**src/ppr_pkg.sv**
```systemverilog
package ppr_pkg;

  // selector widths and table sizes
  localparam int IN_SEL_W = 7;
  localparam int OUT_SEL_W = 6;
  localparam int IDX_W = 5;
  localparam int N_IO = 11;
  localparam int N_INO = 8;
  localparam int N_PIN_IN = 23;
  localparam int N_OUT_FN = 16;
  localparam int N_SRC = 128;

  typedef logic [IN_SEL_W-1:0] ppr_in_sel_t;
  typedef logic [OUT_SEL_W-1:0] ppr_out_sel_t;

  // reset values: ground on inputs, null on outputs
  localparam ppr_in_sel_t IN_SEL_RST = 7'h00;
  localparam ppr_out_sel_t OUT_SEL_RST = 6'h00;

  // internal sources on the input side
  localparam ppr_in_sel_t SRC_GND = 7'h00;
  localparam ppr_in_sel_t SRC_CMP1 = 7'h01;
  localparam ppr_in_sel_t SRC_CMP2 = 7'h02;
  localparam ppr_in_sel_t SRC_CMP3 = 7'h03;
  localparam ppr_in_sel_t SRC_CMP4 = 7'h04;
  localparam ppr_in_sel_t SRC_TRG_A = 7'h06;
  localparam ppr_in_sel_t SRC_TRG_B = 7'h07;

  // codes of the remappable_io_pin set, in port order
  localparam ppr_in_sel_t IO_PIN_CODE [N_IO] = '{
    7'h14, 7'h23, 7'h24, 7'h25, 7'h26, 7'h27,
    7'h28, 7'h29, 7'h36, 7'h76, 7'h78};
  // codes of the remappable_input_only_pin set, in port order
  localparam ppr_in_sel_t INO_PIN_CODE [N_INO] = '{
    7'h18, 7'h19, 7'h20, 7'h21, 7'h22, 7'h33, 7'h34, 7'h35};

  // output function codes, index k selects fn_out[k]
  localparam ppr_out_sel_t OUT_NULL = 6'h00;
  localparam ppr_out_sel_t OUT_FN_CODE [N_OUT_FN] = '{
    6'h01, 6'h03, 6'h08, 6'h09, 6'h0A, 6'h10, 6'h11, 6'h12,
    6'h13, 6'h18, 6'h19, 6'h1A, 6'h2D, 6'h2F, 6'h31, 6'h32};

  // peripheral input slots (23 in total)
  localparam int EXT_IRQ_ONE_IDX = 0;
  localparam int EXT_IRQ_TWO_IDX = 1;
  localparam int TIMER2_EXT_CLOCK_IDX = 2;
  localparam int COMPARE_FAULT_A_IDX = 7;
  localparam int PWM_FAULT_ONE_IDX = 8;
  localparam int ENCODER_PHASE_A_IDX = 10;
  localparam int SERIAL1_RECEIVE_IDX = 14;
  localparam int PWM_SYNC_INPUT_IDX = 19;
  localparam int DEADTIME_COMP_ONE_IDX = 20;

endpackage : ppr_pkg

```
**src/ppr_out_if.sv**
```systemverilog
`timescale 1ns/1ps
// carries output selectors and peripheral outputs to the output mux
interface ppr_out_if;
  ppr_pkg::ppr_out_sel_t sel [ppr_pkg::N_IO];
  logic [ppr_pkg::N_OUT_FN-1:0] fn_out;
  logic [ppr_pkg::N_IO-1:0] active;
  logic [ppr_pkg::N_IO-1:0] data;
  modport ctrl (output sel, output fn_out, input active, input data);
  modport mux (input sel, input fn_out, output active, output data);
endinterface : ppr_out_if

```
**src/ppr_out_mux.sv**
```systemverilog
`timescale 1ns/1ps
module ppr_out_mux (
  ppr_out_if.mux bus
);

  // returns {active, data}; unknown codes act as the null output
  function automatic logic [1:0] ppr_pick(
    input ppr_pkg::ppr_out_sel_t sel,
    input logic [ppr_pkg::N_OUT_FN-1:0] fn
  );
    logic [1:0] r;
    r = 2'h0;
    for (int k = 0; k < ppr_pkg::N_OUT_FN; k++) begin
      if (sel == ppr_pkg::OUT_FN_CODE[k]) begin
        r = {1'b1, fn[k]};
      end
    end
    return r;
  endfunction : ppr_pick

  // one mux per pin; any function may feed many pins at once
  for (genvar p = 0; p < ppr_pkg::N_IO; p++) begin : g_pin
    logic [1:0] pick;
    always_comb begin
      pick = ppr_pick(bus.sel[p], bus.fn_out);
    end
    assign bus.active[p] = pick[1];
    assign bus.data[p] = pick[0];
  end

endmodule : ppr_out_mux

```
**src/ppr_top.sv**
```systemverilog
`timescale 1ns/1ps
// Function
// - remappable peripherals reach no pin until software assigns one
// - dedicated functions stay on their fixed pin when enabled
// - active remapped output beats the port function but loses to a dedicated output
// - remapping never overrides an enabled analog function on a pin
// - input routing and output routing have separate selector sets
// - each peripheral input owns one selector naming its source
// - 7-bit input selector value n routes pin n to the input
// - codes 1..4 give comparators, 6 and 7 trigger-generator outputs
// - fault one selector value 1 connects comparator one internally
// - input code 0 ties the peripheral input low
// - each output-capable pin owns a 6-bit function selector
// - output selector resets to zero, the null output
// - only digital peripherals are offered through the fabric
// - i2c, pwm outputs and analog modules stay on dedicated pins
// - code 0 leaves the port function, code 1 serial one transmit
// - no lockout: one source many inputs, one output many pins
// - dedicated output on a pin beats any remapped output
// - remapped output overrides direction; remapped inputs do not
module ppr_top (
  input wire logic core_clk,
  input wire logic nrst,
  input wire logic cfg_wr,
  input wire logic cfg_out_sel,
  input wire logic [ppr_pkg::IDX_W-1:0] cfg_idx,
  input wire logic [ppr_pkg::IN_SEL_W-1:0] cfg_val,
  input wire logic cfg_rd_out,
  input wire logic [ppr_pkg::IDX_W-1:0] cfg_rd_idx,
  output logic [ppr_pkg::IN_SEL_W-1:0] cfg_rd_data,
  input wire logic [ppr_pkg::N_IO-1:0] io_pin_in,
  output logic [ppr_pkg::N_IO-1:0] io_pin_out,
  output logic [ppr_pkg::N_IO-1:0] io_pin_oe,
  input wire logic [ppr_pkg::N_INO-1:0] ino_pin_in,
  input wire logic [ppr_pkg::N_IO-1:0] io_analog_en,
  input wire logic [ppr_pkg::N_INO-1:0] ino_analog_en,
  input wire logic [ppr_pkg::N_IO-1:0] io_ded_oe,
  input wire logic [ppr_pkg::N_IO-1:0] io_ded_out,
  input wire logic [ppr_pkg::N_IO-1:0] io_port_oe,
  input wire logic [ppr_pkg::N_IO-1:0] io_port_lat,
  output logic [ppr_pkg::N_IO-1:0] io_pin_level,
  output logic [ppr_pkg::N_INO-1:0] ino_pin_level,
  output logic [ppr_pkg::N_IO-1:0] io_remap_owned,
  input wire logic [3:0] cmp_out,
  input wire logic [1:0] trg_out,
  input wire logic [ppr_pkg::N_OUT_FN-1:0] fn_out,
  output logic [ppr_pkg::N_PIN_IN-1:0] periph_in
);

  ppr_pkg::ppr_in_sel_t in_sel_reg [ppr_pkg::N_PIN_IN];
  ppr_pkg::ppr_out_sel_t out_sel_reg [ppr_pkg::N_IO];
  logic [ppr_pkg::N_IO-1:0] io_s1_reg, io_s2_reg;
  logic [ppr_pkg::N_INO-1:0] ino_s1_reg, ino_s2_reg;
  logic [ppr_pkg::N_IO-1:0] io_dig, out_next, oe_next;
  logic [ppr_pkg::N_INO-1:0] ino_dig;
  logic [ppr_pkg::N_SRC-1:0] src;
  logic [ppr_pkg::N_PIN_IN-1:0] periph_next;
  logic [ppr_pkg::IN_SEL_W-1:0] rd_next;

  ppr_out_if obus ();

  ppr_out_mux u_out_mux (
    .bus(obus.mux)
  );

  // two separate selector banks, written over the config port
  always_ff @(posedge core_clk) begin
    if (!nrst) begin
      for (int i = 0; i < ppr_pkg::N_PIN_IN; i++) begin
        in_sel_reg[i] <= ppr_pkg::IN_SEL_RST;
      end
    end else if (cfg_wr && !cfg_out_sel) begin
      for (int i = 0; i < ppr_pkg::N_PIN_IN; i++) begin
        if (cfg_idx == ppr_pkg::IDX_W'(i)) begin
          in_sel_reg[i] <= cfg_val;
        end
      end
    end
  end

  // out-of-range indices are ignored on both banks
  always_ff @(posedge core_clk) begin
    if (!nrst) begin
      for (int p = 0; p < ppr_pkg::N_IO; p++) begin
        out_sel_reg[p] <= ppr_pkg::OUT_SEL_RST;
      end
    end else if (cfg_wr && cfg_out_sel) begin
      for (int p = 0; p < ppr_pkg::N_IO; p++) begin
        if (cfg_idx == ppr_pkg::IDX_W'(p)) begin
          out_sel_reg[p] <= cfg_val[ppr_pkg::OUT_SEL_W-1:0];
        end
      end
    end
  end

  // selector readback, zero for unmapped indices
  always_comb begin
    rd_next = '0;
    for (int i = 0; i < ppr_pkg::N_PIN_IN; i++) begin
      if (!cfg_rd_out && cfg_rd_idx == ppr_pkg::IDX_W'(i)) begin
        rd_next = in_sel_reg[i];
      end
    end
    for (int p = 0; p < ppr_pkg::N_IO; p++) begin
      if (cfg_rd_out && cfg_rd_idx == ppr_pkg::IDX_W'(p)) begin
        rd_next = {1'b0, out_sel_reg[p]};
      end
    end
  end

  always_ff @(posedge core_clk) begin
    if (!nrst) begin
      cfg_rd_data <= '0;
    end else begin
      cfg_rd_data <= rd_next;
    end
  end

  // pads are asynchronous: two flops before any logic looks at them
  always_ff @(posedge core_clk) begin
    if (!nrst) begin
      io_s1_reg <= '0;
      io_s2_reg <= '0;
      ino_s1_reg <= '0;
      ino_s2_reg <= '0;
    end else begin
      io_s1_reg <= io_pin_in;
      io_s2_reg <= io_s1_reg;
      ino_s1_reg <= ino_pin_in;
      ino_s2_reg <= ino_s1_reg;
    end
  end

  // analog mode kills the digital input buffer
  assign io_dig = io_s2_reg & ~io_analog_en;
  assign ino_dig = ino_s2_reg & ~ino_analog_en;
  assign io_pin_level = io_dig;
  assign ino_pin_level = ino_dig;

  // source table; unimplemented codes read as ground
  always_comb begin
    src = '0;
    src[ppr_pkg::SRC_CMP1] = cmp_out[0];
    src[ppr_pkg::SRC_CMP2] = cmp_out[1];
    src[ppr_pkg::SRC_CMP3] = cmp_out[2];
    src[ppr_pkg::SRC_CMP4] = cmp_out[3];
    src[ppr_pkg::SRC_TRG_A] = trg_out[0];
    src[ppr_pkg::SRC_TRG_B] = trg_out[1];
    for (int p = 0; p < ppr_pkg::N_IO; p++) begin
      src[ppr_pkg::IO_PIN_CODE[p]] = io_dig[p];
    end
    for (int q = 0; q < ppr_pkg::N_INO; q++) begin
      src[ppr_pkg::INO_PIN_CODE[q]] = ino_dig[q];
    end
  end

  // any source may feed any number of inputs
  always_comb begin
    for (int i = 0; i < ppr_pkg::N_PIN_IN; i++) begin
      periph_next[i] = src[in_sel_reg[i]];
    end
  end

  always_ff @(posedge core_clk) begin
    if (!nrst) begin
      periph_in <= '0;
    end else begin
      periph_in <= periph_next;
    end
  end

  // feed the output mux
  always_comb begin
    for (int p = 0; p < ppr_pkg::N_IO; p++) begin
      obus.sel[p] = out_sel_reg[p];
    end
    obus.fn_out = fn_out;
  end

  // pin owner: dedicated, then remap unless analog, then port
  always_comb begin
    for (int p = 0; p < ppr_pkg::N_IO; p++) begin
      if (io_ded_oe[p]) begin
        out_next[p] = io_ded_out[p];
        oe_next[p] = 1'b1;
      end else if (obus.active[p] && !io_analog_en[p]) begin
        out_next[p] = obus.data[p];
        oe_next[p] = 1'b1;
      end else begin
        out_next[p] = io_port_lat[p];
        oe_next[p] = io_port_oe[p];
      end
    end
  end

  always_ff @(posedge core_clk) begin
    if (!nrst) begin
      io_pin_out <= '0;
      io_pin_oe <= '0;
      io_remap_owned <= '0;
    end else begin
      io_pin_out <= out_next;
      io_pin_oe <= oe_next;
      io_remap_owned <= obus.active & ~io_ded_oe & ~io_analog_en;
    end
  end
endmodule : ppr_top

```
**config.mk**
```make
export PLATFORM = sky130hd
export DESIGN_NAME = ppr_top
export DESIGN_NICKNAME = d
export VERILOG_FILES = /design/src/ppr_pkg.sv /design/src/ppr_out_if.sv /design/src/ppr_out_mux.sv /design/src/ppr_top.sv
export SDC_FILE = /design/constraint.sdc
export NUM_CORES = 1
export LEC_CHECK = 0
export BUFFER_PORTS_ARGS = -buffer_cell sky130_fd_sc_hd__buf_2
export CAP_MARGIN = 10
export CORE_UTILIZATION = 33
export CTS_CLUSTER_SIZE = 8
export DETAILED_ROUTE_END_ITERATION = 8
export GPL_TIMING_DRIVEN = 1
export SYNTH_ARGS = -nofsm -noshare
export SYNTH_HDL_FRONTEND = slang
export SYNTH_SLANG_ARGS = --single-unit
```
**constraint.sdc**
```tcl
create_clock -name core_clk -period 2 [get_ports core_clk]
set_input_delay 0.1 -clock core_clk [delete_from_list [all_inputs] [get_ports core_clk]]
set_output_delay 0.1 -clock core_clk [all_outputs]
set_load 0.01 [all_outputs]
```
==> results by stage, run 1 <==
Power:
- Across the VDD grid, the largest voltage drop is 0.000544 V.
- For this design the static power due to leakage is 12.2 nW.
- The total power draw is 20.3 mW.
- Power spread over the standard cell area amounts to 636 nW/um^2.

Route:
- The number of optimization iterations in the first detailed-route pass is 6.
- Summed over all layers, the routed wires come to 110 mm.
- Summing over every cut layer, the via total after detailed routing is 25,700.
- After detailed routing, the average wire length per cell comes to 25.7 um.
- The detailed router finished its first iteration with 3,368 violations.
- The via count normalized by instance count is 6.00.
- The count of unresolved DRC violations after routing is 0.
- The count of nets left with antenna violations after detail routing is 0.

Floorplan:
- Row generation in the floorplan step produced 97 rows.
- The region available for standard cell placement spans 70,400 um^2.
- The height of the die is 269 um.
- The I/O pin total is 208.
- The die is 269 um wide.
- The floorplan die area is 72,600 um^2.
- The initial utilization of the core area, before any placement, comes to 0.335.

Synth:
- After synthesis, the cell types taking the most area are sky130_fd_sc_hd__edfxtp_1, sky130_fd_sc_hd__dfxtp_1, sky130_fd_sc_hd__mux4_2.
- The netlist uses 83 different library cells.
- The share of synthesized flip-flops with an asynchronous set or reset is 0.
- The most area-hungry cell type in the Yosys netlist is sky130_fd_sc_hd__edfxtp_1.
- The count of state elements after synthesis is 328.
- The post-synthesis net count is 2,881.
- The post-synthesis instance total is 2,755.
- The number of enable-type register cells in the synthesized netlist is 227.
- The average size of a mapped cell is 8.57 um^2.
- The portion of the post-synthesis area used by sequential elements is 0.375.
- The proportion of netlist area held by the largest area contributor is 0.289.
- After synthesis the cells add up to 23,600 um^2.
- In the synthesized netlist the dominant register cell turns out to be sky130_fd_sc_hd__edfxtp_1.
- The total of warnings raised by yosys is 0.

Critical path:
- The logic depth of the worst register-to-register path is 7.
- STA classifies the critical path startpoint as a register.
- The signal on the critical path passes through nor2b_2 -> nand4_1 -> o32ai_2 -> a31oi_1 -> or4b_4 -> a31oi_4 -> a2111oi_2.
- The path type of the worst setup path is register to register.
- The worst setup path is captured at a register.
- Among all stages on the critical path, the largest delay is contributed by sky130_fd_sc_hd__or4b_4.
- In this run the worst path has a maximum fanout of 5.
- The worst path buffer plus inverter count is 0.
- Among cell families on the critical path, the largest total delay comes from simple AND/OR/NAND/NOR gates.
- The largest single stage delay on the critical path is 500 ps.
- Data arrives at the worst endpoint at 2530 ps.
- STA puts the critical path data required time at 2440 ps.
- Counting buffers and inverters, the worst setup path is 7 cells deep.

Placed design:
- The minimum setup slack after placement is -377 ps.
- Routability-driven placement finished with a final weighted congestion of 1.03.
- The wire-length estimate of the detail-placed layout is 77.3 mm.
- In this run, placement finished with an instance count of 4,081.
- Port buffering added 207 buffers.

Global routing:
- The total track usage is 0.289.
- The first global-routing pass estimated 158 mm of wire.
- After global routing the overflow that remains totals 0.
- The initial antenna violation count came to 10.
- The number of global-route vias before repair is 23,600.
- The pin count of the biggest net entering global routing is 43.

Timing:
- Of the available clock period, the critical path in the final layout requires 1.04.
- The total setup violations reported at the end of the flow is 5.
- The worst-margin pin slew is 747 ps.
- Derived from the worst setup path, the maximum achievable clock frequency is 479 MHz.
- Clock skew on the completed layout was measured at 17.7 ps.
- Setup slack on the critical path of the routed design comes to -86.8 ps.
- Counting I/O delays and the setup requirement, the final critical path takes 2090 ps.
- The worst slew margin relative to its limit is 0.501.
- The final number of hold-violating endpoints is 0.
- Setup repair after global routing could not meet its margin everywhere.
- The number of max-slew violations in the final report is 0.
- Summed over all failing endpoints, the final setup total negative slack is -197 ps.

Layout:
- The area added between synthesis and finish is 35.1%.
- In the final layout, the share of cells above drive strength 1 is 0.298.
- The net count of the finished layout is 3,436.
- The core occupancy in the finished layout is 0.453.
- The number of standard cells in the final layout excluding fillers is 4,289.
- The register with the most flip-flops in the layout has 161 of them.

Clocking:
- The deepest level of the CTS H-tree is 2.
- The maximum buffer depth of the clock tree is 3.
- TritonCTS built the clock tree.
- Clock-pin slew was measured on the worst setup and hold paths at 60 ps.
- In this run the clock root is driven by a sky130_fd_sc_hd__clkbuf_16.
- The later-pin clock latency in the skew report is 580 ps.
- The CTS sink count is 328.
- The number of buffers created by CTS is 48.

Worst hold path:
- The number of instances on the worst hold path is 3.
- The worst hold path belongs to the class input pin to register.

Status:
- The checks that failed: setup timing.
- The flow ran to the end, but the final reports show violations.

Run:
- The tool flagged a number of max-cap violations equal to 0.
==> area by class of cell <==
type                       count  area, um^2
timing repair buffer         782        6140
tap                          940        1180
clock buffer                  85        1400
clock inverter                 1        5.00
fill                        6884       38500
antenna                        3        7.51
inverter                     102         393
sequential                   328        8850
multi-input combinational   2048       13900
==> worst min-delay path: stages <==
cell and delay [ps]:
sky130_fd_sc_hd__buf_2 180, sky130_fd_sc_hd__nand2b_1 180, sky130_fd_sc_hd__a2111oi_1 90
==> stage by stage <==
step	hold slack, ps	cell area [um^2]
after floorplan	176	23600
after global placement	305	28700
after detailed placement	310	28700
after CTS	17.1	31100
after global routing	35.3	31900
final	28.3	31900
==> cells by family after synthesis <==
kind of cell | share of synthesized area
compound gates | 0.212
mux | 0.112
flops | 0.375
simple gates | 0.239
buf+inv | 0.0628
==> final timing paths <==
check	to	from	slack, ps
hold reg to reg	io_s2_reg[0]	io_s1_reg[0]	420
setup / recovery	io_pin_out[5]	out_sel_reg[5][4]	-90
setup reg to reg	io_pin_out[5]	out_sel_reg[5][4]	-90
hold / removal	io_pin_out[6]	io_analog_en[6]	30
==> cells in the mapped netlist (6+ instances only) <==
cell / n
sky130_fd_sc_hd__a2111oi_0: 21
sky130_fd_sc_hd__a211oi_1: 24
sky130_fd_sc_hd__a21o_1: 15
sky130_fd_sc_hd__a21oi_1: 148
sky130_fd_sc_hd__a221oi_1: 29
sky130_fd_sc_hd__a22oi_1: 11
sky130_fd_sc_hd__a311oi_1: 27
sky130_fd_sc_hd__a31oi_1: 60
sky130_fd_sc_hd__a32oi_1: 34
sky130_fd_sc_hd__a41oi_1: 8
sky130_fd_sc_hd__and2_1: 45
sky130_fd_sc_hd__and3_1: 7
sky130_fd_sc_hd__buf_1: 10
sky130_fd_sc_hd__buf_2: 30
sky130_fd_sc_hd__clkbuf_1: 234
sky130_fd_sc_hd__dfxtp_1: 101
sky130_fd_sc_hd__edfxtp_1: 227
sky130_fd_sc_hd__inv_1: 96
sky130_fd_sc_hd__mux2_2: 17
sky130_fd_sc_hd__mux2i_1: 94
sky130_fd_sc_hd__mux4_2: 67
sky130_fd_sc_hd__nand2_1: 227
sky130_fd_sc_hd__nand2b_1: 95
sky130_fd_sc_hd__nand3_1: 58
sky130_fd_sc_hd__nand3b_1: 22
sky130_fd_sc_hd__nand4_1: 32
sky130_fd_sc_hd__nor2_1: 355
sky130_fd_sc_hd__nor2b_1: 74
sky130_fd_sc_hd__nor3_1: 80
sky130_fd_sc_hd__nor3b_1: 39
sky130_fd_sc_hd__nor4_1: 31
sky130_fd_sc_hd__o2111ai_1: 6
sky130_fd_sc_hd__o211ai_1: 19
sky130_fd_sc_hd__o21ai_0: 163
sky130_fd_sc_hd__o21bai_1: 6
sky130_fd_sc_hd__o221ai_1: 12
sky130_fd_sc_hd__o22ai_1: 40
sky130_fd_sc_hd__o2bb2ai_1: 14
sky130_fd_sc_hd__o311a_1: 10
sky130_fd_sc_hd__o311ai_0: 7
sky130_fd_sc_hd__o31ai_1: 25
sky130_fd_sc_hd__o32ai_1: 11
sky130_fd_sc_hd__o41ai_1: 10
sky130_fd_sc_hd__or3_1: 17
==> placed cells by master, fill, tap and decap left out, types with 88 or more instances in the layout <==
master,instances
sky130_fd_sc_hd__edfxtp_1,227
sky130_fd_sc_hd__buf_4,445
sky130_fd_sc_hd__nor2_1,353
sky130_fd_sc_hd__buf_2,205
sky130_fd_sc_hd__dfxtp_1,94
sky130_fd_sc_hd__o21ai_0,150
sky130_fd_sc_hd__nand2_1,225
sky130_fd_sc_hd__mux2i_1,92
sky130_fd_sc_hd__a21oi_1,139
sky130_fd_sc_hd__inv_1,88
==> per-layer routing <==
layer,track usage,wire [um],vias to the layer above,part of all wire
met5,0,41,-,0.00037
met4,0.123,5380,8,0.049
met3,0.0684,13100,340,0.12
met2,0.445,48500,1656,0.44
met1,0.386,43000,12300,0.39
li1,-,-,11400,-
==> repair_timing <==
action,in CTS,in global routing
hold buffers,65,0
endpoints found under the hold margin,52,0
gates resized for setup,61,118
pin swaps,14,45
setup buffers,12,43
setup endpoints to repair,31,34
gates cloned,0,2
==> where the power goes <==
group | total, mW | switching, mW | internal [mW] | leakage, nW
sequential | 8.16 | 0.493 | 7.67 | 3.00
combinational | 4.29 | 2.42 | 1.87 | 8.54
clock | 7.81 | 3.14 | 4.67 | 0.674
total | 20.3 | 6.05 | 14.2 | 12.2
(Power assumes the default switching activity.)
==> inputs of run 2 (changes only) <==
Clock period 2 ns to 2.3 ns, I/O delays scaled along.
==> results by stage, run 2 (synthesized netlist as in run 1, its figures left out) <==
Critical path:
- The data arrival time of the worst path was 2740 ps (was 2530 ps).
- The sort of element at the end of the critical path is a register (unchanged).
- The cell with the largest stage delay on the worst path is sky130_fd_sc_hd__mux4_2 (was sky130_fd_sc_hd__or4b_4).
- The most numerous cell on the critical path is sky130_fd_sc_hd__buf_4.
- The path type of the worst setup path is register to register (unchanged).
- Critical Path, Cell by Cell: nand2b_1 -> buf_4 -> mux4_2 -> a21oi_1 -> o21ai_0 -> o311a_1 -> o41ai_1 -> buf_4 (was nor2b_2 -> nand4_1 -> o32ai_2 -> a31oi_1 -> or4b_4 -> a31oi_4 -> a2111oi_2).
- The delay of the slowest cell on the worst path is 470 ps (was 500 ps).
- The startpoint type of the worst setup path is a register (unchanged).
- The endpoint of the lowest-slack register-to-register path is periph_in[15] (was io_pin_out[5]).
- The minimum setup slack among reg-to-reg paths is 100 ps (was -90 ps).
- The maximum fanout along the worst path was 9 (was 5).
- The logic depth of the worst register-to-register path is 8 (was 7).
- The beginning of the worst register-to-register path is io_s2_reg[4] (was out_sel_reg[5][4]).
- The endpoint required time on the critical path is 2840 ps (was 2440 ps).

Layout:
- The area added between synthesis and finish was 25.0% (was 35.1%).
- The net count of the finished layout is 3,221 (was 3,436).
- The area occupied by multi-input gates was 13,400 um^2 (was 13,900 um^2).
- The register area is 8840 um^2 (was 8850 um^2).
- The share of final-layout standard cells stronger than drive strength 1 was 0.216 (was 0.298).
- The flip-flop count of the largest register after layout is 161 (unchanged).
- The most common cell after layout, fill and taps aside is sky130_fd_sc_hd__nor2_1 (was sky130_fd_sc_hd__buf_4).
- The total of fill cells in the finished design is 6,958 (was 6,884).
- Commonest cells after routing, fill and taps aside: sky130_fd_sc_hd__nor2_1, sky130_fd_sc_hd__buf_4, sky130_fd_sc_hd__nand2_1, sky130_fd_sc_hd__edfxtp_1, sky130_fd_sc_hd__buf_2 (was sky130_fd_sc_hd__buf_4, sky130_fd_sc_hd__nor2_1, sky130_fd_sc_hd__edfxtp_1).

Timing:
- The portion of the clock cycle consumed by the worst path in the final layout is 0.957 (was 1.04).
- The worst slew margin relative to its limit came to 0.565 (was 0.501).
- The summed negative setup slack over all endpoints is 0 ps (was -197 ps).
- The final number of hold-violating endpoints was 0 (unchanged).
- The minimum period implied by the final worst setup slack came to 2200 ps (was 2090 ps).
- The worst hold slack is 17.2 ps (was 28.3 ps).
- The achievable clock frequency was 454 MHz (was 479 MHz).
- The total setup violations reported at the end of the flow is 0 (was 5).
- The number of max-slew violations in the final report was 0 (unchanged).
- The setup clock skew after layout is 20.5 ps (was 17.7 ps).
- The worst-margin pin slew is 650 ps (was 747 ps).

Global routing:
- The total track usage came to 0.279 (was 0.289).
- The first-pass GRT wire length is 152 mm (was 158 mm).
- The initial antenna violation count is 14 (was 10).
- The pin count of the biggest net entering global routing is 49 (was 43).
- The number of global-route vias before repair is 22,800 (was 23,600).
- The remaining global-route overflow is 0 (unchanged).

Route:
- The count of unresolved DRC violations after routing is 0 (unchanged).
- The routed wirelength normalized by instance count is 25.9 um (was 25.7 um).
- The total number of vias is 24,900 (was 25,700).
- The via count normalized by instance count is 6.11 (was 6.00).
- The number of optimization iterations in the first detailed-route pass was 6 (unchanged).
- The count of nets left with antenna violations after detail routing is 0 (unchanged).
- The total routed wirelength was 106 mm (was 110 mm).
- The initial detailed-routing violation count came to 3,360 (was 3,368).

Worst hold path:
- The startpoint of the tightest hold check path is io_analog_en[0] (was io_analog_en[6]).
- The worst-case hold path end point is io_pin_oe[0] (was io_pin_out[6]).
- The number of instances on the worst hold path is 3 (unchanged).
- The worst hold path class is input pin to register (unchanged).

Floorplan:
- The number of core rows was 97 (unchanged).
- The die boundary width is 269 um (unchanged).
- The standard cell core area is 70,400 um^2 (unchanged).
- The effective utilization at floorplan was 0.335 (unchanged).
- The height of the die is 269 um (unchanged).
- The floorplan die area is 72,600 um^2 (unchanged).
- The I/O pin total is 208 (unchanged).

Clocking:
- The later-pin clock latency in the skew report is 590 ps (was 580 ps).
- The number of buffers created by CTS is 47 (was 48).
- The maximum buffer depth of the clock tree is 3 (unchanged).
- The clock-pin slew reported for the worst setup and hold paths after clock tree synthesis is 60 ps (about the same).
- The deepest level of the CTS H-tree is 2 (unchanged).
- The clock root buffer is sky130_fd_sc_hd__clkbuf_16 (unchanged).
- The TritonCTS clock tree is yes (unchanged).
- The CTS sink count came to 328 (unchanged).

Power:
- The total power density per cell area is 579 nW/um^2 (was 636 nW/um^2).
- The relative contribution of combinational cells to total power is 0.186 (was 0.212).
- The power spent charging and discharging nets came to 5.08 mW (was 6.05 mW).
- The sequential group share of total power came to 0.422 (was 0.403).
- The internal power consumption is 12.0 mW (was 14.2 mW).
- The share of power burned in the clock network is 0.392 (was 0.385).
- The net switching fraction of the power is 0.298 (was 0.299).
- The static leakage was 11.0 nW (was 12.2 nW).
- The maximum vdd drop is 0.000568 V (was 0.000544 V).

Run:
- The max-capacitance violation count came to 0 (unchanged).

Placed design:
- The final weighted congestion of routability-driven global placement is 1.02 (was 1.03).
- The count of input and output buffers came to 207 (unchanged).
- The detailed-placement wirelength estimate is 75.0 mm (was 77.3 mm).

Status:
- Run status: complete, no violations (was finished with violations).
[run 2: area by class of cell]
type                            instances  share of cell area
Clock buffer                           85              0.0468
Timing Repair Buffer                  568               0.146
Inverter                              102              0.0130
Tap cell                              940              0.0399
Antenna cell                            6            0.000509
Multi-Input combinational cell       2048               0.454
Sequential cell                       328               0.300
[run 2: metrics by stage]
stage / power (mW) / area [um^2] / std cells / worst slack, ps / util
6_report: 17.1 / 29500 / 4077 / 98.7 / 0.419
5_1_grt: 17.6 / 29500 / 4074 / -10.8 / 0.419
4_1_cts: 17.0 / 29300 / 4055 / 23.2 / 0.416
3_5_place_dp: 10.2 / 27100 / 3893 / -110 / 0.385
3_3_place_gp: 10.2 / 27100 / 3893 / -185 / 0.385
2_1_floorplan: 8.78 / 23600 / 2755 / 323 / -
[run 2: what timing repair did]
action	4_1_cts	5_1_grt
resized for setup	3	23
buffers inserted	0	16
hold buffers	78	0
pin swaps	2	1
setup endpoints to repair	1	20
endpoints found under the hold margin	53	0
[run 2: routing by layer]
metal | share of wire | vias up | track usage
met5 | 0.00034 | - | 0
met4 | 0.047 | 6 | 0.130
met3 | 0.12 | 304 | 0.0730
met2 | 0.43 | 1660 | 0.417
met1 | 0.40 | 11900 | 0.374
li1 | - | 11000 | -
[run 2: power by group through the flow]
| stage | logic [mW] | clock network [mW] | registers [mW] |
|---|---|---|---|
| 6_report | 3.17 | 6.69 | 7.20 |
| 5_1_grt | 3.35 | 6.99 | 7.22 |
| 4_1_cts | 3.03 | 6.79 | 7.17 |
| 3_5_place_dp | 2.92 | 0 | 7.29 |
| 3_3_place_gp | 2.91 | 0 | 7.29 |
| 2_1_floorplan | 1.77 | 0 | 7.01 |
[run 2: worst max-delay path by stage]
stage                            startpoint             end  slack [ps]  depth (start not counted)
after floorplan           in_sel_reg[0][14]    periph_in[2]         320                          7
after global placement     in_sel_reg[0][8]  cfg_rd_data[1]        -190                         10
after detailed placement   in_sel_reg[0][1]  cfg_rd_data[1]        -110                         10
after CTS                  in_sel_reg[0][1]  cfg_rd_data[1]          20                          9
after global routing      out_sel_reg[5][3]    io_pin_oe[5]         -10                          9
final                          io_s2_reg[4]   periph_in[15]         100                          8
[run 2: critical path, delay by kind of cell, from the launching register on]
kind / cells / cell delay [ps]
buffers and inverters: 2 / 440
flip-flops: 1 / 340
multiplexers: 1 / 470
AO/OA/AOI/OAI: 4 / 710
AND/OR/NAND/NOR: 1 / 190
